$ cat src/hdl/fre_pkg.sv
package fre_pkg;

    // ****************************************************************
    // event kinds on the source port
    // ****************************************************************
    typedef enum logic [3:0] {
        FRE_K_PROT,
        FRE_K_TCM,
        FRE_K_CACHE,
        FRE_K_PSRAM,
        FRE_K_MSIF,
        FRE_K_GROUP,
        FRE_K_FBUS,
        FRE_K_FMAIN,
        FRE_K_FWORK,
        FRE_K_FCACHE,
        FRE_K_SRAM
    } fre_kind_t;

    // ****************************************************************
    // fault indices
    // ****************************************************************
    localparam int          FRE_PROT_UNITS = 11;
    localparam logic [6:0]  FRE_PROT_IDX [FRE_PROT_UNITS] = '{
        7'h00, 7'h01, 7'h02, 7'h03, 7'h04, 7'h05,
        7'h09, 7'h0A, 7'h0D, 7'h0E, 7'h0F};
    localparam logic [6:0]  FRE_IDX_TCM1    = 7'h10;
    localparam logic [6:0]  FRE_IDX_CACHE0  = 7'h12;
    localparam logic [6:0]  FRE_IDX_CACHE1  = 7'h14;
    localparam logic [6:0]  FRE_IDX_MSIF4   = 7'h19;
    localparam logic [6:0]  FRE_IDX_PSRAM   = 7'h1A;
    localparam logic [6:0]  FRE_IDX_MSIF0   = 7'h1C;
    localparam logic [6:0]  FRE_IDX_GROUP0  = 7'h20;
    localparam logic [6:0]  FRE_IDX_FBUSM   = 7'h30;
    localparam logic [6:0]  FRE_IDX_FMAIN   = 7'h31;
    localparam logic [6:0]  FRE_IDX_FBUSW   = 7'h33;
    localparam logic [6:0]  FRE_IDX_FWORK   = 7'h34;
    localparam logic [6:0]  FRE_IDX_FCACHE  = 7'h36;
    localparam logic [6:0]  FRE_IDX_TCM0    = 7'h38;
    localparam logic [6:0]  FRE_IDX_SRAM0   = 7'h3A;
    localparam logic [3:0]  FRE_MSIF_LAST   = 4'h4;
    localparam logic [3:0]  FRE_MSIF_ALT    = 4'h4;
    localparam logic [3:0]  FRE_GROUP_HOLE  = 4'h7;
    localparam logic [3:0]  FRE_GROUP_LAST  = 4'h9;
    localparam logic [3:0]  FRE_PAIR_LAST   = 4'h1;

    // ****************************************************************
    // payload field layout
    // ****************************************************************
    localparam int          FRE_P_ACC_LO    = 0;
    localparam int          FRE_P_NONSEC    = 6;
    localparam int          FRE_P_MID_LO    = 8;
    localparam int          FRE_P_CID_LO    = 12;
    localparam int          FRE_P_SHARED    = 31;
    localparam int          FRE_P_CAUSE_LO  = 28;
    localparam int          FRE_P_BANK_LO   = 30;
    localparam int          FRE_P_DCACHE    = 31;
    localparam logic [31:0] FRE_M_TCM_ADDR  = 32'h00FF_FFFC;
    localparam logic [31:0] FRE_M_CACHE_LOC = 32'h0001_FFFC;
    localparam logic [31:0] FRE_M_PSRAM     = 32'h0000_07FF;
    localparam logic [31:0] FRE_M_FLASH     = 32'h07FF_FFFF;
    localparam logic [31:0] FRE_M_SYN8      = 32'h0000_00FF;
    localparam logic [31:0] FRE_M_SYN7      = 32'h0000_007F;
    localparam logic [31:0] FRE_M_SYN7X4    = 32'h7F7F_7F7F;
    localparam logic [3:0]  FRE_CAUSE_GROUP = 4'h0;
    localparam logic [4:0]  FRE_FLASH_HI    = 5'h02;

    // ****************************************************************
    // register map, word index on the avalon bus
    // ****************************************************************
    localparam logic [3:0]  FRE_R_CTRL      = 4'h0;
    localparam logic [3:0]  FRE_R_STATUS    = 4'h1;
    localparam logic [3:0]  FRE_R_COUNT     = 4'h2;
    localparam logic [3:0]  FRE_R_REJECT    = 4'h3;
    localparam int          FRE_S_REJ       = 0;
    localparam int          FRE_S_DROP      = 1;
    localparam int          FRE_S_PEND      = 2;
    localparam int          FRE_S_IDX_LO    = 8;
    localparam logic        FRE_CTRL_RST    = 1'b1;

    // fault index for an event; bit 7 set when the index is assigned
    function automatic logic [7:0] fre_map(fre_kind_t k, logic [3:0] u,
                                           logic nc);
        logic [6:0] b;
        logic       ok;
        b  = 7'h00;
        ok = 1'b1;
        case (k)
            FRE_K_PROT: begin
                ok = (u < 4'(FRE_PROT_UNITS));
                b  = ok ? FRE_PROT_IDX[u] : 7'h00;
            end
            FRE_K_TCM:    b = (u[0] ? FRE_IDX_TCM1 : FRE_IDX_TCM0)
                              + {6'h00, nc};
            FRE_K_CACHE:  b = (u[0] ? FRE_IDX_CACHE1 : FRE_IDX_CACHE0)
                              + {6'h00, nc};
            FRE_K_PSRAM:  b = FRE_IDX_PSRAM + {6'h00, nc};
            FRE_K_MSIF: begin
                ok = (u <= FRE_MSIF_LAST);
                b  = (u == FRE_MSIF_ALT) ? FRE_IDX_MSIF4
                                         : FRE_IDX_MSIF0 + {3'h0, u};
            end
            FRE_K_GROUP: begin
                ok = (u <= FRE_GROUP_LAST) && (u != FRE_GROUP_HOLE);
                b  = FRE_IDX_GROUP0 + {3'h0, u};
            end
            FRE_K_FBUS:   b = u[0] ? FRE_IDX_FBUSW : FRE_IDX_FBUSM;
            FRE_K_FMAIN:  b = FRE_IDX_FMAIN + {6'h00, nc};
            FRE_K_FWORK:  b = FRE_IDX_FWORK + {6'h00, nc};
            FRE_K_FCACHE: b = FRE_IDX_FCACHE + {6'h00, nc};
            FRE_K_SRAM: begin
                ok = (u <= FRE_PAIR_LAST);
                b  = FRE_IDX_SRAM0 + {5'h00, u[0], nc};
            end
            default:      ok = 1'b0;
        endcase
        return {ok, b};
    endfunction

endpackage

$ cat src/hdl/fre_encoder.sv
// Chosen here: register access over Avalon-MM and the register offsets.
`timescale 1ns/100ps
module fre_encoder
    import fre_pkg::*;
(
    // clock and reset
    input  wire logic                clk_sys,
    input  wire logic                reset,
    // fault event from protection logic
    input  wire logic                ev_valid,
    input  wire fre_pkg::fre_kind_t  ev_kind,
    input  wire logic [3:0]          ev_unit,
    input  wire logic                ev_uncorr,
    input  wire logic [31:0]         ev_addr,
    input  wire logic [5:0]          ev_access,
    input  wire logic                ev_nonsec,
    input  wire logic [3:0]          ev_master_id,
    input  wire logic [3:0]          ev_context_id,
    input  wire logic                ev_shared,
    input  wire logic [3:0]          ev_cause,
    input  wire logic [1:0]          ev_bank,
    input  wire logic [31:0]         ev_syndrome,
    output logic                     ev_ready_q,
    // fault report to the collection structures
    output logic                     fault_valid_q,
    output logic [6:0]               fault_index_q,
    output logic [31:0]              fault_payload_first_q,
    output logic [31:0]              fault_payload_second_q,
    input  wire logic                fault_ready,
    // avalon-mm slave
    input  wire logic [3:0]          avs_address,
    input  wire logic                avs_read,
    input  wire logic                avs_write,
    input  wire logic [31:0]         avs_writedata,
    input  wire logic [3:0]          avs_byteenable,
    output logic [31:0]              avs_readdata_q,
    output logic                     avs_waitrequest_q
);
    import fre_pkg::*;

    // ****************************************************************
    // payload packing
    // ****************************************************************
    // protection-style payload shared by bus master, master interface
    // and group violations; cause field only used by the latter two
    function automatic logic [31:0] prot_second(logic [5:0] acc,
        logic ns, logic [3:0] mid, logic [3:0] cid);
        logic [31:0] w;
        w = 32'h0000_0000;
        w[FRE_P_ACC_LO +: 6] = acc;
        w[FRE_P_NONSEC]      = ns;
        w[FRE_P_MID_LO +: 4] = mid;
        w[FRE_P_CID_LO +: 4] = cid;
        return w;
    endfunction

    logic [7:0]  map_w;
    logic [31:0] first_w;
    logic [31:0] second_w;

    always_comb begin
        map_w    = fre_map(ev_kind, ev_unit, ev_uncorr);
        first_w  = 32'h0000_0000;
        second_w = 32'h0000_0000;
        case (ev_kind)
            FRE_K_PROT: begin
                first_w  = ev_addr;
                second_w = prot_second(ev_access, ev_nonsec,
                                       ev_master_id, ev_context_id);
                second_w[FRE_P_SHARED] = ev_shared;
            end
            FRE_K_TCM: begin
                first_w  = ev_addr & FRE_M_TCM_ADDR;
                second_w = ev_syndrome & FRE_M_SYN8;
                second_w[FRE_P_BANK_LO +: 2] = ev_bank;
            end
            FRE_K_CACHE: begin
                first_w  = ev_addr & FRE_M_CACHE_LOC;
                first_w[FRE_P_DCACHE] = ev_bank[0];
            end
            FRE_K_PSRAM: begin
                first_w  = ev_addr & FRE_M_PSRAM;
                second_w = ev_syndrome & FRE_M_SYN8;
            end
            FRE_K_MSIF: begin
                first_w  = ev_addr;
                second_w = prot_second(ev_access, ev_nonsec,
                                       ev_master_id, ev_context_id);
                second_w[FRE_P_CAUSE_LO +: 4] = ev_cause;
            end
            FRE_K_GROUP: begin
                first_w  = ev_addr;
                second_w = prot_second(ev_access, ev_nonsec,
                                       ev_master_id, ev_context_id);
                second_w[FRE_P_CAUSE_LO +: 4] = FRE_CAUSE_GROUP;
            end
            FRE_K_FBUS: begin
                // consumer prefixes the fixed flash pattern itself
                first_w  = ev_addr & FRE_M_FLASH;
                second_w[FRE_P_MID_LO +: 4] = ev_master_id;
            end
            FRE_K_FMAIN: begin
                first_w  = ev_addr & FRE_M_FLASH;
                second_w = ev_syndrome;
            end
            FRE_K_FWORK: begin
                first_w  = ev_addr & FRE_M_FLASH;
                second_w = ev_syndrome & FRE_M_SYN7;
            end
            FRE_K_FCACHE: begin
                first_w  = ev_addr & FRE_M_FLASH;
                second_w = ev_syndrome & FRE_M_SYN7X4;
            end
            FRE_K_SRAM: begin
                first_w  = ev_addr;
                second_w = ev_syndrome & FRE_M_SYN7;
            end
            default: begin
                first_w  = 32'h0000_0000;
                second_w = 32'h0000_0000;
            end
        endcase
    end

    // ****************************************************************
    // report slot
    // ****************************************************************
    // a single slot: the source stalls while a report is unclaimed,
    // so nothing is lost but throughput is one fault per handshake
    logic        enable_q;
    logic        take_w;
    logic        legal_w;
    logic        valid_d;
    logic        ready_d;
    logic [6:0]  index_d;
    logic [31:0] first_d;
    logic [31:0] second_d;

    always_comb begin
        take_w   = ev_valid && ev_ready_q;
        legal_w  = map_w[7];
        valid_d  = fault_valid_q && !fault_ready;
        index_d  = fault_index_q;
        first_d  = fault_payload_first_q;
        second_d = fault_payload_second_q;
        if (take_w && legal_w && enable_q) begin
            valid_d  = 1'b1;
            index_d  = map_w[6:0];
            first_d  = first_w;
            second_d = second_w;
        end
        ready_d = !valid_d;
    end

    always_ff @(posedge clk_sys) begin
        if (reset) begin
            fault_valid_q          <= 1'b0;
            ev_ready_q             <= 1'b0;
            fault_index_q          <= 7'h00;
            fault_payload_first_q  <= 32'h0000_0000;
            fault_payload_second_q <= 32'h0000_0000;
        end else begin
            fault_valid_q          <= valid_d;
            ev_ready_q             <= ready_d;
            fault_index_q          <= index_d;
            fault_payload_first_q  <= first_d;
            fault_payload_second_q <= second_d;
        end
    end

    // ****************************************************************
    // avalon register slave
    // ****************************************************************
    typedef enum logic {FRE_BUS_IDLE, FRE_BUS_DONE} fre_bus_t;

    fre_bus_t    bus_q, bus_d;
    logic        enable_d;
    logic        rej_q, rej_d;
    logic        drop_q, drop_d;
    logic [15:0] count_q, count_d;
    logic [15:0] rcount_q, rcount_d;
    logic [31:0] rdata_d;
    logic        wait_d;
    logic        wr_w;
    logic        rej_ev_w;
    logic        drop_ev_w;

    always_comb begin
        bus_d     = bus_q;
        wait_d    = 1'b1;
        rdata_d   = avs_readdata_q;
        enable_d  = enable_q;
        rej_ev_w  = take_w && !legal_w;
        drop_ev_w = take_w && legal_w && !enable_q;
        wr_w      = 1'b0;
        case (bus_q)
            FRE_BUS_IDLE: begin
                if (avs_read || avs_write) begin
                    bus_d  = FRE_BUS_DONE;
                    wait_d = 1'b0;
                    if (avs_address == FRE_R_CTRL) begin
                        rdata_d = {31'h0000_0000, enable_q};
                    end else if (avs_address == FRE_R_STATUS) begin
                        rdata_d = 32'h0000_0000;
                        rdata_d[FRE_S_REJ]  = rej_q;
                        rdata_d[FRE_S_DROP] = drop_q;
                        rdata_d[FRE_S_PEND] = fault_valid_q;
                        rdata_d[FRE_S_IDX_LO +: 7] = fault_index_q;
                    end else if (avs_address == FRE_R_COUNT) begin
                        rdata_d = {16'h0000, count_q};
                    end else if (avs_address == FRE_R_REJECT) begin
                        rdata_d = {16'h0000, rcount_q};
                    end else begin
                        rdata_d = 32'h0000_0000;
                    end
                end
            end
            FRE_BUS_DONE: begin
                bus_d  = FRE_BUS_IDLE;
                // writes land at the edge that completes the transfer
                wr_w   = avs_write;
            end
            default: bus_d = FRE_BUS_IDLE;
        endcase
        if (wr_w && avs_address == FRE_R_CTRL && avs_byteenable[0]) begin
            enable_d = avs_writedata[0];
        end
        // write-one-to-clear; a same-cycle event keeps the flag set
        rej_d  = rej_q;
        drop_d = drop_q;
        if (wr_w && avs_address == FRE_R_STATUS && avs_byteenable[0]) begin
            rej_d  = rej_q  && !avs_writedata[FRE_S_REJ];
            drop_d = drop_q && !avs_writedata[FRE_S_DROP];
        end
        if (rej_ev_w) begin
            rej_d = 1'b1;
        end
        if (drop_ev_w) begin
            drop_d = 1'b1;
        end
        count_d  = count_q + 16'((take_w && legal_w && enable_q) ? 1 : 0);
        rcount_d = rcount_q + 16'(rej_ev_w ? 1 : 0);
    end

    always_ff @(posedge clk_sys) begin
        if (reset) begin
            bus_q             <= FRE_BUS_IDLE;
            avs_waitrequest_q <= 1'b1;
            avs_readdata_q    <= 32'h0000_0000;
            enable_q          <= FRE_CTRL_RST;
            rej_q             <= 1'b0;
            drop_q            <= 1'b0;
            count_q           <= 16'h0000;
            rcount_q          <= 16'h0000;
        end else begin
            bus_q             <= bus_d;
            avs_waitrequest_q <= wait_d;
            avs_readdata_q    <= rdata_d;
            enable_q          <= enable_d;
            rej_q             <= rej_d;
            drop_q            <= drop_d;
            count_q           <= count_d;
            rcount_q          <= rcount_d;
        end
    end
endmodule // fre_encoder

$ cat config.mk
export PLATFORM = sky130hd
export DESIGN_NAME = fre_encoder
export DESIGN_NICKNAME = d
export VERILOG_FILES = /design/src/hdl/fre_pkg.sv /design/src/hdl/fre_encoder.sv
export SDC_FILE = /design/constraint.sdc
export NUM_CORES = 1
export LEC_CHECK = 0
export ABC_AREA = 1
export BUFFER_PORTS_ARGS = -buffer_cell sky130_fd_sc_hd__buf_2
export CAP_MARGIN = 20
export CORE_ASPECT_RATIO = 0.9
export CORE_MARGIN = 3
export CORE_UTILIZATION = 35
export CTS_BUF_LIST = sky130_fd_sc_hd__clkbuf_8
export DETAILED_ROUTE_END_ITERATION = 10
export PLACE_DENSITY = 0.62
export SLEW_MARGIN = 40
export SYNTH_ARGS = -nofsm -noshare
export SYNTH_HDL_FRONTEND = slang
export SYNTH_SLANG_ARGS = --single-unit
$ cat constraint.sdc
create_clock -name clk_sys -period 7.95 [get_ports clk_sys]
set_input_delay 1.59 -clock clk_sys [delete_from_list [all_inputs] [get_ports clk_sys]]
set_output_delay 1.59 -clock clk_sys [all_outputs]
set_load 0.005 [all_outputs]
# After elaboration in Yosys (flattened, before gate mapping)
# Memories as Yosys holds them, arrays and structs flattened.
# Cells that the tools add are included.
# classes
n_addsub,11
n_mul,0
n_div,0
magnitude_cmp,5
eq_ne,15
shift,0
mux,28
bitwise_logic,2
n_reduce_logical,34
# ops
operator,count
$pmux 32 s5,1
$pmux 20 s6,1
$pmux 7 s11,1
$mux 16,4
$add 16x1->16,2
$pmux 8 s3,1
$add 6x1->7 const A,3
$mux 7,3
$eq 4x3->1 const B,5
$eq 4x2->1 const B,4
$logic_and 1x1->1,13
$eq 4x4->1 const B,3
$mux 6,2
$reduce_or 4->1,3
$mux 1,10
$reduce_or 3->1,3
$eq 4x1->1 const B,2
$logic_not 4->1,2
$pmux 4 s2,1
$add 6x1->7,1
$add 6x2->7 const A,1
$add 6x4->7 const A,1
$reduce_or 7->1,1
$add 5x1->6,1
other kinds (19),26
# word_totals
register_bits,142
latch_bits,0
ramBits,0
mem_bits_ro,112
inputBits,141
out_inout_bits,106
wordCells,109
memories,1
# memory_table
name,words,width,read_ports,rd_clocked_by_memory_dff,write_ports,line,source
(no name shown),16,7,1,0,0,fre_pkg.sv:91,b = ok ? FRE_PROT_IDX[u] : 7'h00;

# Logic depth before layout (Yosys ltp)
# Gate-level depths: netlist of the first run.
# depth
depth_word,7
mapped_depth,22
mapped_depth_nobuf,20

# Worst setup path before layout of the first run
# Ideal clock, no wire load.
# synth_timing
path_kind,input-to-reg
start,input ev_unit[2]
end,register count_q[15]
arrival_ps,3899
setup_slack_ps,3987
stages,20
path_buffers,2
path_cell_list,inv_2 -> ha_1 -> nand2_1 -> nand2_1 -> nor2_1 -> a21oi_2 -> nand3_2 -> nand3_2 -> buf_6 -> buf_4 -> inv_1 -> ha_1 -> nand3_1 -> nor2_1 -> nand2_1 -> nor3_1 -> nand3_1 -> o21ai_0 -> nand2_1 -> nor2_1
# synth_between
elab_chain_len,7
# synth_lines
element,line,source
start: declaration,fre_encoder.sv:12,"input wire logic [3:0] ev_unit,"
$le 4x4->1 or $ne 4x3->1 (tied branches),fre_pkg.sv:104,ok = (u <= FRE_GROUP_LAST) && (u != FRE_GROUP_HOLE);
$logic_and 1x1->1,fre_pkg.sv:104,
$pmux 1 s5 (*),fre_pkg.sv:88,case (k)
$logic_and 1x1->1 (*) (2 in a row),fre_encoder.sv:241,count_d = count_q + 16'((take_w && legal_w && enable_q) ? 1 : 0);
$mux 1 (*),fre_encoder.sv:241,
$add 16x1->16 (*),fre_encoder.sv:241,
end signal: assignment,fre_encoder.sv:262,count_q <= count_d;
end: declaration,fre_encoder.sv:180,"logic [15:0] count_q, count_d;"
# Every way passes the cells marked *; elsewhere a longest branch is shown, timed or not.
# A chain may end at the register's enable or synchronous reset.

# Final worst setup path of the first run
# Same ends and word-level chain as after synthesis.

==> reports/summary.txt, run 1 <==
Weighted congestion at the end of routability-driven global placement = 0.8921
Overflow left after global routing = 0
Setup fix buffers added after clock tree synthesis = 0
Cts hold-fix bufs = 0
Number of endpoints failing setup at the final stage = 0
Status = finished, final reports clean
Power density over the cells = 174.7 nW/µm²
List of cells traversed by the critical path = buf_2 -> inv_2 -> ha_1 -> nand2_1 -> nand2_1 -> nor2_1 -> a21oi_2 -> nand3_2 -> buf_4 -> nand3_4 -> inv_1 -> ha_1 -> nand3_1 -> nor2_1 -> nand2_1 -> nor3_1 -> nand3_1 -> o21ai_0 -> nand2_1 -> nor2_1
Setup TNS after final layout = 0 ns
Synth cell count leaders = 304 x nand2_1, 192 x inv_1, 168 x nor2_1, 125 x dfxtp_1, 57 x nand4_1
Most repeated library cell on the critical path = nand2_1
Yosys top cell by area = dfxtp_1
Via density per instance = 4.610
Sort of element at the end of the critical path = flip-flop
Arrival time at the worst endpoint = 4.84 ns
Fill cell instance count of the final layout = 2078
Max VDD drop = 102.2 µV
Wire length of the first global-routing pass = 33.47 mm
Avg Inst Size Synth = 6.179 µm²
Min-delay worst type = flip-flop to flip-flop
Maximum number of pins on one net before global-route repair = 95
CTS HTree Levels = 4
Overall die width = 154.0 µm
Total Wirelength = 20.77 mm
Average wire per cell in the routed design = 13.37 µm
Most frequent cell after synthesis = nand2_1
Post-layout net count = 1443
Utilization of the core after routing = 0.4328
Antenna violations before repair = 0
Number of standard-cell rows in the floorplan = 48
Type of origin of the critical path = primary input
DRT Pass-1 Iters = 5
Cell depth of the worst hold path = 2
Ys async rst share = 0
HPWL after detailed placement = 14.69 mm
Post-synthesis instance area = 6895 µm²
I/O pin total = 247
Number of antenna-violating nets in the routed design = 0
Largest fanout on the critical path = 51
Number of placed cells counting well taps = 1521
Post-synthesis sequential element count = 125
Number of standard cells after synthesis = 1116
Transition time at the pin with the least slew margin = 0.7709 ns
Main synth FF type = dfxtp_1
Routed via count = 7159
Time the final worst path needs with I/O delays and setup = 4.445 ns
Cts bufs inserted = 17
Number of synthesis warnings = 0
Final period util = 0.5591
Worst r2r path cells = 13
Post-synth EDFFs = 0
Synth cell types = 37
Source-to-sink clock delay at the later pin of the worst-skew pair = 0.45 ns
Hold violation total from the final report = 0
Maximum Capacitance Violations = 0
Overall die area = 21420 µm²
Critical path's slowest cell = buf_4
Clock sink count = 125
Leading post-synthesis cells by cell area = dfxtp_1 36%, nand2_1 17%, inv_1 10%
Worst slew margin = 0.4861
Setup repair after global routing missed its margin = no
Clk slew on worst S/H paths = 0.09 ns
CTS Root Cell = clkbuf_8
Hold WS = 0.4653 ns
Diodes inserted = 0
Share of the synthesized area in the top cell type = 0.3629
Clock tree buffer depth = 2
Worst clock skew = 0.01802 ns
Maximum operating frequency = 225.0 MHz
Number of gates given a new drive strength after cts = 0
Post-DP Area = 7963 µm²
Highest cell delay on the worst timing path = 0.50 ns
Number of slew-limit violations in the final report = 0
Total core area = 19280 µm²
Number of port buffers = 196
Number of global-route vias before repair = 6578
Total routing usage reported by global routing = 0.1906
Leakage dissipation = 0.004377 µW
Clock tree from TritonCTS = built
Layout area overhead = 20.99%
Remaining DRCs = 0
Starting Density = 0.3577
DRT iter0 DRCs = 448
Required time reported for the critical path endpoint = 8.34 ns
Type of the worst setup path = primary input to flip-flop
Final non-filler cell area = 8343 µm²
Final cell count without fillers = 1553
Sequential fraction of the synthesis area = 0.3629
DIE HEIGHT = 139.2 µm
Fraction of final layout cells with drive strength greater than 1 = 0.2026
[worst paths after layout]
check	from	endpoint	slack (ns)
max reg2reg	ev_ready_q	rcount_q[12]	4.73
min reg2reg	avs_readdata_q[11]	avs_readdata_q[11]	0.47
min	avs_readdata_q[11]	avs_readdata_q[11]	0.47
max	ev_unit[2]	count_q[15]	3.51
[worst max-delay path: cells and delay by family]
kind | cells | cell delay, ns
and+or+nand+nor | 12 | 1.70
buffers and inverters | 4 | 0.88
adders and majority gates | 2 | 0.39
AOI/OAI and AO/OA | 2 | 0.27
[layout by cell type, fill, tap and decap left out, drive strengths merged]
master    instances
nor4              1
clkinv            4
a22oi             5
o21a              1
nand3            42
and2              1
clkbuf           18
and3              1
o21ai            38
o22ai            11
conb             17
a22o              5
nand3b            2
nand2           304
dfxtp           125
clkinvlp          5
a31o              1
a31oi             1
a21oi            48
nand4            57
inv             216
or2               2
o211ai            1
xor2              1
nor2            171
nor3             10
bufinv            1
ha               12
xnor2             1
buf             201
[report_power, final]
part	leakage, µW	switching (µW)	internal (µW)	total (µW)
clock	0.000180	292	260	552
combinational	0.00318	152	87.7	240
sequential	0.00102	13.2	652	666
[layout make-up]
class / count / area (µm²) / share of cell area
clock inverters: 14 / 132.6 / 0.01590
multi-input cells: 733 / 3324 / 0.3985
repair buffers: 201 / 1026 / 0.1230
inverters: 212 / 795.8 / 0.09538
well taps: 250 / 312.8 / 0.03749
clock buffers: 18 / 247.7 / 0.02969
flip-flops and latches: 125 / 2504 / 0.3001
[per-stage QoR]
stage | worst slack [ns] | total power (µW)
3_3_place_gp | 3.087 | 918.3
5_1_grt | 3.060 | 1539
6_report | 3.505 | 1457
3_5_place_dp | 3.035 | 920.3
2_1_floorplan | 3.987 | 832.4
4_1_cts | 3.506 | 1478
[metal layers]
layer	part of all wire	vias up	wire, µm	track usage
li1	-	3757	-	-
met2	0.46	198	9616	0.3157
met4	0.0097	0	201	0.04740
met5	0	-	0	0
met3	0.058	17	1205	0.04306
met1	0.47	3187	9744	0.2521
[state kept, by name, summed over array words and instances (netlist names)]
name,flops
bus_q,1
avs_waitrequest_q,1
count_q,16
fault_index_q,6
fault_payload_second_q,32
avs_readdata_q,16
rcount_q,16
fault_valid_q,1
drop_q,1
enable_q,1
rej_q,1
fault_payload_first_q,32
ev_ready_q,1
[cell families after synthesis]
kind of cell | share of synthesized area
fa+ha+maj | 0.02177
simple gates | 0.3580
compound gates | 0.08910
other cells | 0.0005438
xor+xnor | 0.002541
buf+inv | 0.1651
flops | 0.3629
Note: power is estimated with default switching activity, not from simulation.
==> run 2, diff against run 1 <==
--- a/config.mk
+++ b/config.mk
@@ -5,7 +5,7 @@
 export SDC_FILE = /design/constraint.sdc
 export NUM_CORES = 1
 export LEC_CHECK = 0
-export ABC_AREA = 1
+export ABC_AREA = 0
 export BUFFER_PORTS_ARGS = -buffer_cell sky130_fd_sc_hd__buf_2
 export CAP_MARGIN = 20
 export CORE_ASPECT_RATIO = 0.9
@@ -13,7 +13,7 @@
 export CORE_UTILIZATION = 35
 export CTS_BUF_LIST = sky130_fd_sc_hd__clkbuf_8
 export DETAILED_ROUTE_END_ITERATION = 10
-export PLACE_DENSITY = 0.62
+export PLACE_DENSITY = 0.65
 export SLEW_MARGIN = 40
 export SYNTH_ARGS = -nofsm -noshare
 export SYNTH_HDL_FRONTEND = slang
==> constraint.sdc (replaced) <==
create_clock -name clk_sys -period 3.9 [get_ports clk_sys]
set_input_delay 0.78 -clock clk_sys [delete_from_list [all_inputs] [get_ports clk_sys]]
set_output_delay 0.78 -clock clk_sys [all_outputs]
set_load 0.005 [all_outputs]
==> run 2 against run 1 <==
  * Global-route usage is 2.2 points lower
  * Critical path depth is 7 lower
  * Largest power group unchanged
  * Clock-buffer cell count is 1 lower
  * Critical path type unchanged
  * Cell count is 25% lower
  * Clock skew is 0.0054 ns lower
  * Routed wire length is 17% lower
  * Design area is 5.0% lower
  * Register-to-register slack worse by 3.0 ns
  * Setup slack worse by 2.7 ns
  * Sequential cell count stayed put
  * First-iteration DRC count is 29% lower
==> reports/summary.txt, run 2 <==
Highest cell delay on the worst timing path = 0.43 ns (was 0.50 ns)
Max VDD drop = 195.2 µV (was 102.2 µV)
Overall die width = 149.2 µm (was 154.0 µm)
Cts bufs inserted = 17 (unchanged)
Number of antenna-violating nets in the routed design = 0 (unchanged)
Overflow left after global routing = 0 (unchanged)
Starting Density = 0.3619 (was 0.3577)
Largest fanout on the critical path = 10 (was 51)
Setup slack of the worst register-to-register path = 1.74 ns (was 4.73 ns)
Number of slew-limit violations in the final report = 0 (unchanged)
Leading post-synthesis cells by cell area = dfxtp_1 39%, mux2i_1 10%, nand2_1 7.9% (was dfxtp_1 36%, nand2_1 17%, inv_1 10%)
Clock tree from TritonCTS = built (unchanged)
Sequential fraction of the synthesis area = 0.3875 (was 0.3629)
Leakage dissipation = 0.003780 µW (was 0.004377 µW)
Maximum Capacitance Violations = 0 (unchanged)
Main synth FF type = dfxtp_1 (unchanged)
Status = finished, final reports clean (unchanged)
Hold violation total from the final report = 0 (unchanged)
Ys async rst share = 0 (unchanged)
CTS Root Cell = clkbuf_8 (unchanged)
List of cells traversed by the critical path = buf_2 -> inv_1 -> ha_1 -> nor2b_1 -> o21ai_0 -> and4_1 -> nor4_1 -> ha_1 -> nand3_1 -> nor3_1 -> nand3_1 -> xor2_1 -> nor2_1 (was buf_2 -> inv_2 -> ha_1 -> nand2_1 -> nand2_1 -> nor2_1 -> a21oi_2 -> nand3_2 -> buf_4 -> nand3_4 -> inv_1 -> ha_1 -> nand3_1 -> nor2_1 -> nand2_1 -> nor3_1 -> nand3_1 -> o21ai_0 -> nand2_1 -> nor2_1)
Maximum number of pins on one net before global-route repair = 70 (was 95)
Remaining DRCs = 0 (unchanged)
DRT Pass-1 Iters = 5 (unchanged)
Total Wirelength = 17.22 mm (was 20.77 mm)
Crit path setup slack, layout = 0.7864 ns (was 3.505 ns)
Via density per instance = 4.826 (was 4.610)
Endpoint of the worst register-to-register path = rcount_q[13] (was rcount_q[12])
Worst clock skew = 0.01262 ns (was 0.01802 ns)
Worst r2r path cells = 8 (was 13)
Overall die area = 20120 µm² (was 21420 µm²)
Post-layout net count = 1065 (was 1443)
Cts hold-fix bufs = 0 (unchanged)
Most frequent cell after synthesis = nand2_1 (unchanged)
Post-synthesis sequential element count = 125 (unchanged)
Critical path's slowest cell = nor3_1 (was buf_4)
Clock sink count = 125 (unchanged)
Number of endpoints failing setup at the final stage = 0 (unchanged)
Number of global-route vias before repair = 5352 (was 6578)
Routed via count = 5627 (was 7159)
Power density over the cells = 358.5 nW/µm² (was 174.7 nW/µm²)
DRT iter0 DRCs = 316 (was 448)
Antenna violations before repair = 1 (was 0)
Overall power after layout = 2841 µW (was 1457 µW)
HPWL after detailed placement = 12.41 mm (was 14.69 mm)
CTS HTree Levels = 4 (unchanged)
Number of synthesis warnings = 0 (unchanged)
Total core area = 17840 µm² (was 19280 µm²)
Yosys top cell by area = dfxtp_1 (unchanged)
Most used cells in the layout excluding fill and tap cells = 196 x buf_2, 136 x nand2_1, 125 x dfxtp_1, 65 x mux2i_1, 54 x nor2_1 (was 304 x nand2_1, 196 x buf_2, 191 x inv_1, 167 x nor2_1, 124 x dfxtp_1)
Crit Reg-Reg Startpoint = ev_ready_q (unchanged)
Setup fix buffers added after clock tree synthesis = 0 (unchanged)
Required time reported for the critical path endpoint = 4.22 ns (was 8.34 ns)
Cell depth of the worst hold path = 2 (unchanged)
Share of the synthesized area in the top cell type = 0.3875 (was 0.3629)
Number of standard cells after synthesis = 734 (was 1116)
Average wire per cell in the routed design = 14.76 µm (was 13.37 µm)
I/O pin total = 247 (unchanged)
Post-synth EDFFs = 0 (unchanged)
Wire length of the first global-routing pass = 27.12 mm (was 33.47 mm)
Synth cell count leaders = 136 x nand2_1, 125 x dfxtp_1, 66 x mux2i_1, 54 x nor2_1, 24 x nand3_1 (was 304 x nand2_1, 192 x inv_1, 168 x nor2_1, 125 x dfxtp_1, 57 x nand4_1)
Weighted congestion at the end of routability-driven global placement = 0.8615 (was 0.8921)
Worst slew margin = 0.4458 (was 0.4861)
Setup repair after global routing missed its margin = no (unchanged)
Post-synthesis instance area = 6457 µm² (was 6895 µm²)
Most common library cell in the layout ignoring fill and taps = buf_2 (was nand2_1)
Final non-filler cell area = 7926 µm² (was 8343 µm²)
Min-delay worst type = flip-flop to flip-flop (unchanged)
Transition time at the pin with the least slew margin = 0.8104 ns (was 0.7709 ns)
Top Registers = fault_payload_first_q x32, fault_payload_second_q x32 (unchanged)
Total routing usage reported by global routing = 0.1690 (was 0.1906)
Type of origin of the critical path = primary input (unchanged)
Arrival time at the worst endpoint = 3.43 ns (was 4.84 ns)
Clk slew on worst S/H paths = 0.08 ns (was 0.09 ns)
DIE HEIGHT = 134.9 µm (was 139.2 µm)
Number of port buffers = 196 (unchanged)
Avg Inst Size Synth = 8.798 µm² (was 6.179 µm²)
Type of the worst setup path = primary input to flip-flop (unchanged)
Clock tree buffer depth = 2 (unchanged)
Post-DP Area = 7505 µm² (was 7963 µm²)
Worst Setup Slack post-DPL = 0.3329 ns (was 3.035 ns)
Fraction of final layout cells with drive strength greater than 1 = 0.2984 (was 0.2026)
Source-to-sink clock delay at the later pin of the worst-skew pair = 0.45 ns (about the same)
Hold path startpoint = fault_payload_first_q[11] (was avs_readdata_q[11])
Sort of element at the end of the critical path = flip-flop (unchanged)
Number of standard-cell rows in the floorplan = 46 (was 48)
Hold EP = fault_payload_first_q[11] (was avs_readdata_q[11])
Setup TNS after final layout = 0 ns (unchanged)
Layout area overhead = 22.75% (was 20.99%)
Number of gates given a new drive strength after cts = 0 (unchanged)
Synth cell types = 68 (was 37)
Time the final worst path needs with I/O delays and setup = 3.114 ns
Final period util = 0.7984
Maximum operating frequency = 321.2 MHz
run 2: report_power, final:
part / total [µW] / leakage (µW) / internal (µW) / switching (µW)
registers: 1310 / 0.00101 / 1300 / 12.4
clock network: 1200 / 0.000203 / 589 / 613
logic: 330 / 0.00257 / 141 / 189
total: 2840 / 0.00378 / 2030 / 814
run 2: final cells by class:
class / instances / area, µm²
Antenna cell: 1 / 2.502
Clock buffer: 17 / 234.0
Clock inverter: 15 / 177.7
Fill cell: 1793 / 9916
Inverter: 13 / 51.30
Multi-Input combinational cell: 548 / 3582
Sequential cell: 125 / 2502
Tap cell: 240 / 300.3
Timing Repair Buffer: 207 / 1076
run 2: kinds of logic after synthesis:
family | synth area share
xor+xnor | 0.03255
compound gates | 0.1198
buf+inv | 0.06956
other cells | 0.0005807
mux | 0.1471
flops | 0.3875
simple gates | 0.2182
fa+ha+maj | 0.02480
run 2: worst max path at each step:
stage                from            to
6_report       ev_unit[0]  rcount_q[13]
4_1_cts        ev_unit[0]  rcount_q[12]
3_5_place_dp   ev_unit[0]  rcount_q[12]
2_1_floorplan  ev_unit[2]   count_q[10]
3_3_place_gp   ev_unit[0]  rcount_q[12]
5_1_grt        ev_unit[0]  rcount_q[15]
run 2: stage by stage:
| step | hold WS [ns] | std cells | utilization |
|---|---|---|---|
| 3_5_place_dp | 0.4496 | 1133 | 0.4206 |
| 4_1_cts | 0.4618 | 1165 | 0.4437 |
| 2_1_floorplan | 0.4294 | 750 | - |
| 5_1_grt | 0.4805 | 1165 | 0.4441 |
| 3_3_place_gp | 0.4400 | 1133 | 0.4206 |
| 6_report | 0.4575 | 1166 | 0.4443 |
run 2: routing by layer:
metal,part of all wire,track usage
met5,0.0012,0
met4,0.013,0.05084
met3,0.062,0.05201
met2,0.47,0.2737
met1,0.45,0.2176
run 2: critical path, delay by kind of cell:
family                     cells  cell delay, ns
xor gates and xnor gates       1            0.16
adders and majority gates      2            0.50
and+or+nand+nor                7            1.58
AOI/OAI and AO/OA              1            0.09
buffers and inverters          2            0.31
